## src/mstx_map.svh

```systemverilog
// offsets, field positions and reset values of the mac status block
`ifndef MSTX_MAP_SVH
`define MSTX_MAP_SVH

// register byte offsets on the apb bus
`define MSTX_ADDR_W        12
`define MSTX_OFF_STATUS    12'h000
`define MSTX_OFF_INT_STAT  12'h004
`define MSTX_OFF_INT_MASK  12'h008

// status word field positions
`define MSTX_IDLE_BIT      31
`define MSTX_CODE_MSB      23
`define MSTX_CODE_LSB      20
`define MSTX_CHAN_MSB      18
`define MSTX_CHAN_LSB      16

// transmit host error codes
`define MSTX_CODE_NONE     4'h0
`define MSTX_CODE_SOP      4'h1
`define MSTX_CODE_OWNER    4'h2
`define MSTX_CODE_NEXT     4'h3
`define MSTX_CODE_BUFPTR   4'h4
`define MSTX_CODE_BUFLEN   4'h5
`define MSTX_CODE_PKTLEN   4'h6

// interrupt bits and reset values
`define MSTX_INT_W         1
`define MSTX_INT_HOSTERR   0
`define MSTX_RST_WORD      32'h0000_0000
`define MSTX_RST_CHAN      3'h0
`define MSTX_RST_MASK      1'h0

`endif

```

## src/mstx_pkg.sv

```systemverilog
// types and shared decode for the mac status block
`include "mstx_map.svh"

package mstx_pkg;

  typedef logic [3:0] mstx_code_type;
  typedef logic [2:0] mstx_chan_type;
  typedef enum logic {st_idle, st_access} mstx_apb_state_type;

  // true for the codes that the transmit dma may report
  function automatic logic mstx_code_ok(input mstx_code_type c);
    mstx_code_ok = (c >= `MSTX_CODE_SOP) && (c <= `MSTX_CODE_PKTLEN);
  endfunction

endpackage

```

## src/mstx_txerr.sv

```systemverilog
// capture of the first transmit host error and its channel
`timescale 1ns/10ps
`include "mstx_map.svh"

module mstx_txerr
  import mstx_pkg::*;
#(
  parameter int N_TX_CHAN = 8
) (
  input  wire logic          pclk,
  input  wire logic          presetn,
  input  wire logic          err_valid,
  input  wire mstx_code_type err_code,
  input  wire mstx_chan_type err_chan,
  input  wire logic          rd_clear,
  output mstx_code_type      code_r,
  output mstx_chan_type      chan_r,
  output logic               locked_r,
  output logic               event_r
);

  logic take;

  // only the first legal error is taken; later ones find the block locked
  assign take = err_valid && !locked_r && mstx_code_ok(err_code)
                && (int'(err_chan) < N_TX_CHAN);

  // error code holds until hardware reset
  always_ff @(posedge pclk or negedge presetn) begin
    if (!presetn) begin
      code_r   <= `MSTX_CODE_NONE;
      locked_r <= 1'b0;
    end else if (take) begin
      code_r   <= err_code;
      locked_r <= 1'b1;
    end
  end

  // channel loads on an error, clears on a host read; load wins
  always_ff @(posedge pclk or negedge presetn) begin
    if (!presetn) begin
      chan_r <= `MSTX_RST_CHAN;
    end else if (take) begin
      chan_r <= err_chan;
    end else if (rd_clear) begin
      chan_r <= `MSTX_RST_CHAN;
    end
  end

  // one-cycle event toward the interrupt logic
  always_ff @(posedge pclk or negedge presetn) begin
    if (!presetn) begin
      event_r <= 1'b0;
    end else begin
      event_r <= take;
    end
  end

endmodule // mstx_txerr

```

## src/mstx_irq.sv

```systemverilog
// sticky interrupt status, mask and level interrupt output
`timescale 1ns/10ps

module mstx_irq #(
  parameter int N = 1
) (
  input  wire logic         pclk,
  input  wire logic         presetn,
  input  wire logic [N-1:0] set,
  input  wire logic [N-1:0] w1c,
  input  wire logic         mask_we,
  input  wire logic [N-1:0] mask_wdata,
  output logic      [N-1:0] stat_r,
  output logic      [N-1:0] mask_r,
  output logic              irq_r
);

  logic [N-1:0] stat_nxt;

  // set wins over a write-one-to-clear in the same cycle
  for (genvar i = 0; i < N; i++) begin : g_bit
    assign stat_nxt[i] = set[i] | (stat_r[i] & ~w1c[i]);
  end

  // status bits
  always_ff @(posedge pclk or negedge presetn) begin
    if (!presetn) begin
      stat_r <= '0;
    end else begin
      stat_r <= stat_nxt;
    end
  end

  // mask register
  always_ff @(posedge pclk or negedge presetn) begin
    if (!presetn) begin
      mask_r <= '0;
    end else if (mask_we) begin
      mask_r <= mask_wdata;
    end
  end

  // level output, high while an unmasked bit is set
  always_ff @(posedge pclk or negedge presetn) begin
    if (!presetn) begin
      irq_r <= 1'b0;
    end else begin
      irq_r <= |(stat_nxt & (mask_we ? mask_wdata : mask_r));
    end
  end

endmodule // mstx_irq

```

## src/mstx_status.sv

```systemverilog
// apb status word of the mac: idle bit and transmit host error report
//
// Summary of operation
// - idle bit reads low in reset and follows the mac one clock after release
// - idle bit shows one while the mac is idle, zero otherwise
// - four-bit transmit host error code sits in bits 23 to 20
// - codes: 0 none, 1 missing start flag, 2 owner clear, 3 null next
// - codes: 4 null buffer, 5 zero length, 6 short buffers; 7 to f reserved
// - a zero packet length is not detected and leaves the code unchanged
// - after a host error the block stays locked until hardware reset
// - bits 18 to 16 give the channel number of the reported error
// - the channel field clears to zero when the host reads the word
`timescale 1ns/10ps
`include "mstx_map.svh"

module mstx_status
  import mstx_pkg::*;
#(
  parameter int N_TX_CHAN = 8
) (
  input  wire logic                     pclk,
  input  wire logic                     presetn,
  input  wire logic                     psel,
  input  wire logic                     penable,
  input  wire logic                     pwrite,
  input  wire logic [`MSTX_ADDR_W-1:0]  paddr,
  input  wire logic [31:0]              pwdata,
  output logic      [31:0]              prdata,
  output logic                          pready,
  output logic                          pslverr,
  input  wire logic                     mac_idle,
  input  wire logic                     tx_err_valid,
  input  wire mstx_code_type            tx_err_code,
  input  wire mstx_chan_type            tx_err_chan,
  output logic                          host_error_interrupt_pending
);

  ////////////////////////////////////////////////////////////////////////
  // parameter check

  if (N_TX_CHAN < 1 || N_TX_CHAN > 8) begin : g_bad_chan
    $error("mstx_status: N_TX_CHAN must lie in 1..8");
  end

  ////////////////////////////////////////////////////////////////////////
  // declarations

  localparam int SEL_STATUS = 0;
  localparam int SEL_ISTAT  = 1;
  localparam int SEL_IMASK  = 2;

  mstx_apb_state_type   state_r;
  mstx_apb_state_type   state_nxt;
  logic                 idle_r;
  logic                 first_r;
  logic [31:0]          prdata_r;
  logic [31:0]          prdata_nxt;
  logic                 pready_r;
  logic                 pslverr_r;
  logic                 setup;
  logic                 done;
  logic [2:0]           sel;
  logic                 wr_istat;
  logic                 wr_imask;
  logic                 rd_status;
  mstx_code_type        code;
  mstx_chan_type        chan;
  logic                 locked;
  logic                 err_event;
  logic [`MSTX_INT_W-1:0] int_stat;
  logic [`MSTX_INT_W-1:0] int_mask;
  logic [`MSTX_INT_W-1:0] int_set;
  logic [`MSTX_INT_W-1:0] int_w1c;
  logic                 irq;
  logic [31:0]          status_word;

  ////////////////////////////////////////////////////////////////////////
  // address decode

  // one-hot select of the mapped registers, zero when unmapped
  function automatic logic [2:0] reg_sel(input logic [`MSTX_ADDR_W-1:0] a);
    logic [2:0] s;
    s = 3'h0;
    case (a)
      `MSTX_OFF_STATUS:   s[SEL_STATUS] = 1'b1;
      `MSTX_OFF_INT_STAT: s[SEL_ISTAT]  = 1'b1;
      `MSTX_OFF_INT_MASK: s[SEL_IMASK]  = 1'b1;
      default:            s = 3'h0;
    endcase
    reg_sel = s;
  endfunction

  assign sel   = reg_sel(paddr);
  assign setup = (state_r == st_idle) && psel && !penable;
  assign done  = (state_r == st_access) && psel && penable && pready_r;

  // writes and read side effects act only at the completing edge
  assign wr_istat  = done && pwrite && sel[SEL_ISTAT];
  assign wr_imask  = done && pwrite && sel[SEL_IMASK];
  assign rd_status = done && !pwrite && sel[SEL_STATUS];

  ////////////////////////////////////////////////////////////////////////
  // apb handshake

  // two-state walk: setup then one access cycle
  always_comb begin
    state_nxt = state_r;
    case (state_r)
      st_idle:   if (setup) state_nxt = st_access;
      st_access: if (done || !psel) state_nxt = st_idle;
      default:   state_nxt = st_idle;
    endcase
  end

  // state register
  always_ff @(posedge pclk or negedge presetn) begin
    if (!presetn) begin
      state_r <= st_idle;
    end else begin
      state_r <= state_nxt;
    end
  end

  // ready is raised for exactly the access cycle
  always_ff @(posedge pclk or negedge presetn) begin
    if (!presetn) begin
      pready_r  <= 1'b0;
      pslverr_r <= 1'b0;
    end else begin
      pready_r  <= setup;
      pslverr_r <= setup && (sel == 3'h0);
    end
  end

  ////////////////////////////////////////////////////////////////////////
  // idle indication

  // low in reset, follows the mac from the first edge on
  always_ff @(posedge pclk or negedge presetn) begin
    if (!presetn) begin
      idle_r  <= 1'b0;
      first_r <= 1'b0;
    end else begin
      idle_r  <= mac_idle;
      first_r <= 1'b1;
    end
  end

  ////////////////////////////////////////////////////////////////////////
  // transmit host error capture

  mstx_txerr #(
    .N_TX_CHAN (N_TX_CHAN)
  ) u_txerr (
    .pclk      (pclk),
    .presetn   (presetn),
    .err_valid (tx_err_valid),
    .err_code  (tx_err_code),
    .err_chan  (tx_err_chan),
    .rd_clear  (rd_status),
    .code_r    (code),
    .chan_r    (chan),
    .locked_r  (locked),
    .event_r   (err_event)
  );

  ////////////////////////////////////////////////////////////////////////
  // interrupt

  assign int_set[`MSTX_INT_HOSTERR] = err_event;
  assign int_w1c = wr_istat ? pwdata[`MSTX_INT_W-1:0] : '0;

  mstx_irq #(
    .N (`MSTX_INT_W)
  ) u_irq (
    .pclk       (pclk),
    .presetn    (presetn),
    .set        (int_set),
    .w1c        (int_w1c),
    .mask_we    (wr_imask),
    .mask_wdata (pwdata[`MSTX_INT_W-1:0]),
    .stat_r     (int_stat),
    .mask_r     (int_mask),
    .irq_r      (irq)
  );

  ////////////////////////////////////////////////////////////////////////
  // read data

  // status word; reserved bits are tied to zero
  always_comb begin
    status_word = `MSTX_RST_WORD;
    status_word[`MSTX_IDLE_BIT] = idle_r;
    status_word[`MSTX_CODE_MSB:`MSTX_CODE_LSB] = code;
    status_word[`MSTX_CHAN_MSB:`MSTX_CHAN_LSB] = chan;
  end

  // read mux, sampled in the setup cycle
  always_comb begin
    prdata_nxt = 32'h0000_0000;
    if (setup && !pwrite) begin
      case (sel)
        3'h1:    prdata_nxt = status_word;
        3'h2:    prdata_nxt = {{(32-`MSTX_INT_W){1'b0}}, int_stat};
        3'h4:    prdata_nxt = {{(32-`MSTX_INT_W){1'b0}}, int_mask};
        default: prdata_nxt = 32'h0000_0000;
      endcase
    end
  end

  // read data register, zero outside the access cycle
  always_ff @(posedge pclk or negedge presetn) begin
    if (!presetn) begin
      prdata_r <= 32'h0000_0000;
    end else begin
      prdata_r <= prdata_nxt;
    end
  end

  assign prdata  = prdata_r;
  assign pready  = pready_r;
  assign pslverr = pslverr_r;
  assign host_error_interrupt_pending = irq;

  logic take_chk;
  assign take_chk = tx_err_valid && !locked && mstx_code_ok(tx_err_code)
                    && (int'(tx_err_chan) < N_TX_CHAN);
endmodule // mstx_status

```

## config.mk

```make
export PLATFORM = sky130hd
export DESIGN_NAME = mstx_status
export DESIGN_NICKNAME = d
export VERILOG_FILES = /design/src/mstx_pkg.sv /design/src/mstx_txerr.sv /design/src/mstx_irq.sv /design/src/mstx_status.sv
export VERILOG_INCLUDE_DIRS = /design/src
export SDC_FILE = /design/constraint.sdc
export NUM_CORES = 1
export LEC_CHECK = 0
export BUFFER_PORTS_ARGS = -buffer_cell sky130_fd_sc_hd__clkbuf_2
export CORE_ASPECT_RATIO = 1.75
export CORE_MARGIN = 4
export CORE_UTILIZATION = 41
export CTS_BUF_LIST = sky130_fd_sc_hd__clkbuf_16
export DETAILED_ROUTE_END_ITERATION = 10
export MAX_ROUTING_LAYER = met4
export PLACE_DENSITY_LB_ADDON = 0.05
export SLEW_MARGIN = 20
export SYNTH_ARGS = -nofsm -noshare
export SYNTH_HDL_FRONTEND = slang
export SYNTH_SLANG_ARGS = --single-unit
```

## constraint.sdc

```tcl
create_clock -name pclk -period 2.25 [get_ports pclk]
set_clock_uncertainty 0.1 [all_clocks]
set_input_delay 0.225 -clock pclk [delete_from_list [all_inputs] [get_ports pclk]]
set_output_delay 0.225 -clock pclk [all_outputs]
set_load 0.03 [all_outputs]
```

Word-level counts from Yosys, hierarchy flattened
Index checks and enable logic that the tools add are counted.
{"block": "op_classes", "add_sub_neg": 0, "mul": 0, "n_div": 0, "order_cmp": 2, "n_eq_ne": 5, "shifts": 0, "muxes": 12, "bitwise_logic": 5, "reduce_logical": 23}
{"cell": "32-bit one-hot mux with 3 select lines", "count": 1}
{"cell": "32-bit two-way mux", "count": 1}
{"cell": "1-bit logical AND", "count": 15}
{"cell": "12-bit by 3-bit equality test with 1-bit output (second input constant)", "count": 1}
{"cell": "12-bit by 4-bit equality test with 1-bit output (second input constant)", "count": 1}
{"cell": "12-bit zero test", "count": 1}
{"cell": "1-bit two-way mux", "count": 7}
{"cell": "3-bit two-way mux", "count": 2}
{"cell": "4-bit by 1-bit >= comparator with 1-bit output (second input constant)", "count": 1}
{"cell": "4-bit by 3-bit <= comparator with 1-bit output (second input constant)", "count": 1}
{"cell": "1-bit zero test", "count": 4}
{"cell": "3-bit by 1-bit equality test with 1-bit output (second input constant)", "count": 1}
{"cell": "3-bit by 2-bit equality test with 1-bit output (second input constant)", "count": 1}
{"cell": "3-bit equality test (second input constant)", "count": 1}
{"cell": "3-bit zero test", "count": 1}
{"cell": "1-bit bitwise AND", "count": 2}
{"cell": "1-bit inverter", "count": 2}
{"cell": "1-bit one-hot mux with 2 select lines", "count": 1}
{"cell": "2-bit nonzero test", "count": 1}
{"cell": "1-bit logical OR", "count": 1}
{"cell": "1-bit bitwise OR", "count": 1}
{"block": "word_totals", "register_bits": 48, "latch_bits": 0, "ramBits": 0, "rom_bits": 0, "in_bits": 58, "out_inout_bits": 35, "n_memories": 0}

Depth between registers and ports, before layout
{"block": "depth", "depth_word": 10, "depth_mapped": 5, "mapped_depth_nobuf": 5}

Modules after synthesis
A second synthesis with hierarchy kept.
{"block": "unflattened", "hier_cells": 101, "area_unflattened_um2": 1216.2}
{"mod": "mstx_status", "instances": 1, "cells_per_inst": 69, "area_each_um2": 709.4, "seq_area_each_um2": 325.3}
{"mod": "mstx_txerr", "instances": 1, "cells_per_inst": 25, "area_each_um2": 396.6, "seq_area_each_um2": 225.2}
{"mod": "mstx_irq", "instances": 1, "cells_per_inst": 7, "area_each_um2": 110.1, "seq_area_each_um2": 75.1}

Worst setup path after synthesis
Ideal clock, no wire load.
{"block": "synth_timing", "path_type": "reg2reg", "start": "reg pready_r (netlist: pready)", "end": "reg u_irq.irq_r", "arrival_ns": 1.294, "required_time_ns": 2.063, "path_slack_ns": 0.769, "stages_incl_launch_ff": 5, "path_buffers": 0, "cell_sequence": "dfrtp_1 and4_1 nand3_1 or3_1 a22oi_1"}
{"block": "synth_via", "elab_chain_cells": 8}
{"element": "start: declaration", "line": "mstx_status.sv:58", "text": "logic pready_r;"}
{"element": "start signal: assignment", "line": "mstx_status.sv:130", "text": "pready_r <= setup;"}
{"element": "1-bit logical AND (*)", "line": "mstx_status.sv:95", "text": "assign done = (state_r == st_access) && psel && penable && pready_r;"}
{"element": "1-bit logical AND (*)", "line": "mstx_status.sv:98, mstx_status.sv:99"}
{"element": "1-bit logical AND", "line": "mstx_status.sv:98", "text": "assign wr_istat = done && pwrite && sel[SEL_ISTAT];"}
{"element": "1-bit two-way mux", "line": "mstx_status.sv:171", "text": "assign int_w1c = wr_istat ? pwdata[`MSTX_INT_W-1:0] : '0;"}
{"element": "1-bit inverter", "line": "mstx_irq.sv:22", "text": "assign stat_nxt[i] = set[i] | (stat_r[i] & ~w1c[i]);"}
{"element": "1-bit bitwise AND", "line": "mstx_irq.sv:22"}
{"element": "1-bit bitwise OR", "line": "mstx_irq.sv:22"}
{"element": "1-bit bitwise AND (*)", "line": "mstx_irq.sv:48", "text": "irq_r <= |(stat_nxt & (mask_we ? mask_wdata : mask_r));"}
{"element": "end signal: assignment", "line": "mstx_irq.sv:48"}
{"element": "end: declaration", "line": "mstx_irq.sv:15", "text": "output logic irq_r"}
Every way passes the cells marked *; elsewhere a longest branch is shown, timed or not.
A chain may end at the register's enable or synchronous reset.

Worst setup path in the final report
{"block": "layout_timing", "start": "reg u_txerr.locked_r", "end": "reg u_txerr.chan_r[2]"}
{"block": "layout_via", "elab_chain_cells": 4}
{"element": "start: declaration", "line": "mstx_txerr.sv:18", "text": "output logic locked_r,"}
{"element": "start signal: assignment", "line": "mstx_txerr.sv:32", "text": "locked_r <= 1'b0;"}
{"element": "start signal: assignment", "line": "mstx_txerr.sv:35", "text": "locked_r <= 1'b1;"}
{"element": "1-bit zero test (*)"}
{"element": "1-bit logical AND (*) (2 in series)"}
{"element": "3-bit two-way mux or 2-bit nonzero test (tied branches)"}
{"element": "end signal: assignment", "line": "mstx_txerr.sv:42", "text": "chan_r <= `MSTX_RST_CHAN;"}
{"element": "end signal: assignment", "line": "mstx_txerr.sv:44", "text": "chan_r <= err_chan;"}
{"element": "end signal: assignment", "line": "mstx_txerr.sv:46", "text": "chan_r <= `MSTX_RST_CHAN;"}
{"element": "end: declaration", "line": "mstx_txerr.sv:17", "text": "output mstx_chan_type chan_r,"}
Marks and branches as above.

==> metrics <==
final worst-path cycle share=63.5%; CP Data Arrival Time=1.47 ns; hold buffers post-CTS=2; Peak Freq=0.700 GHz; crit-path max FO=7; Comb power frac=15.4%; sw power=0.282 mW; Synth area leader=dfrtp_1; clock share of power=35.3%; switch share=25.9%; max FFs per register=9; Max-cap violations=0; WP data required=2.29 ns; DRT iter0 DRCs=8; Leak=0.764 nW; share of layout cells above drive strength 1=30.5%; Power Density=775 nW/um2; Final Instance Area=1400 um2; setup violators final=0; Die W=48.4 um; DRC viols=0; overall power=1.09 mW; Final ANT Viol Nets=0; first-pass GRT wire length=3450 um; final critical-path required period=1.43 ns; post-synth top area share=53.5%; WL/cell=11.9 um; CTS tree=built; gpl congestion=0.777; endpoints failing hold=0; syn avg cell area=10.8 um2; Die ar.=3810 um2; drt pass-1 iters=2; Die H=78.7 um; register bit count reported by yosys=25; diode count=0; DP HPWL=1680 um; Layout Area Growth over Synthesis=20.0%; ys async rst share=100%; most frequent cell after synthesis=dfrtp_1; Port Buffers=38; largest net degree at the start of global routing=26; dpl cell area=1300 um2; Worst Path Class, Setup=reg2reg; top cells by count, synth=dfrtp_1, buf_4, nand2_1; final non-filler cell total=178; Slew headroom=60.0%; Total GRT Usage=11.7%; clk sinks=25; number of global-route vias before repair=802; CTS Buffer Depth=2; Warnings, synthesis=0; Hold WC Path Type=in2reg; Ports=93; worst slew pin tran=0.600 ns; Syn Inst Count=108; DR vias/cell=4.64; placed cells=172; part of the Yosys area used for sequential elements=53.5%; CTS H-tree depth=1; Final Max Tran Viols=0; Initial Util=43.0%; Synth area leaders=dfrtp_1, buf_4, and2_1, nand2_1, nor4_4; Root Buffer=clkbuf_16; Startpoint Class=register; worst vdd ir=0.440 mV; DRT Wirelength=2110 um; final core utilization=51.6%; row count=25; vias post-DR=826; Clock Latency Late Sink=0.25 ns; setup TNS=0 ns; core box area=2720 um2; Final nets=210; Post-Syn Area=1170 um2; CTS resizes=0; Int Pwr=0.807 mW; number of synthesized flops with an enable pin=0; Setup Fix Bufs, Post-CTS=0; antenna violations before repair=0; Reg power frac=49.4%; top_reg_cell synth=dfrtp_1; clock buffer count from CTS=3; Worst-path clk slew=0.06 ns; total grt overflow=0; RSZ-0062 raised after global routing=false; Crit. End Element=register; status=complete, no violations; Filler cells=261; Distinct cells, synth=27
[path summary, 6_finish.rpt]
path | start | to | slack, ns | cells after the start
min | tx_err_chan[1] | u_txerr.chan_r[1] | 0.09 | 2
min reg2reg | u_txerr.event_r | u_irq.stat_r | 0.34 | 2
max | u_txerr.locked_r | u_txerr.chan_r[2] | 0.82 | 4
min in group asynchronous | presetn | prdata[22] | 0.41 | 2
max reg2reg | u_txerr.locked_r | u_txerr.chan_r[2] | 0.82 | 4
max in group asynchronous | presetn | u_txerr.locked_r | 1.25 | 2
[worst max-delay path, stage by stage, from the launching register on]
cell and delay (ns):
dfrtp_1 0.37, nor3b_1 0.20, nand3_1 0.24, o31a_1 0.22, a22o_1 0.19
[placed cells by master, fill, tap and decap left out, drive strengths merged, types with 2 or more instances in the layout]
master | netlist | layout
a22o | 3 | 3
and2 | 9 | 9
clkbuf | 0 | 41
conb | 1 | 23
dfrtp | 25 | 25
dlygate4sd3 | 0 | 2
inv | 4 | 4
nand2 | 14 | 14
nand2b | 2 | 2
nand3 | 4 | 4
nand4 | 2 | 2
nor2 | 4 | 4
nor4 | 3 | 3
or3 | 2 | 2
[routing by layer]
layer | up-vias | GRT usage [%] | part of all wire, %
li1 | 403 | - | -
met1 | 384 | 12.0 | 38
met2 | 37 | 19.8 | 51
met3 | 2 | 3.42 | 10
met4 | 0 | 5.82 | 1.1
met5 | - | - | 0
[logic make-up after synthesis]
logic type / after synthesis / share of synthesized area, %
AO/OA/AOI/OAI: 10 / 6.52
buffers and inverters: 27 / 16.0
flip-flops: 25 / 53.5
other: 1 / 0.321
AND/OR/NAND/NOR: 45 / 23.6
[power groups by stage]
| stage | clock network (mW) | registers (mW) | logic (mW) |
|---|---|---|---|
| finish | 0.384 | 0.537 | 0.167 |
| global route | 0.418 | 0.546 | 0.185 |
| CTS | 0.396 | 0.538 | 0.169 |
| detailed placement | 0 | 0.546 | 0.166 |
| global placement | 0 | 0.543 | 0.162 |
| floorplan | 0 | 0.541 | 0.142 |
[final cells by class]
cell class / instances / area, um2 / area share, %
clock buffer: 3 / 75.1 / 5.35
clock inverter: 1 / 5.00 / 0.357
inverter: 4 / 15.0 / 1.07
multi-input combinational: 78 / 439 / 31.3
sequential: 25 / 626 / 44.6
tap: 27 / 33.8 / 2.41
timing repair buffer: 40 / 210 / 15.0
[stage by stage]
step	hold WS, ns	setup slack (ns)
finish	0.0914	0.821
global route	0.0923	0.690
CTS	0.0869	0.783
detailed placement	0.173	0.599
global placement	0.166	0.623
floorplan	-0.171	0.769
Note: power is estimated with default switching activity, not from simulation.
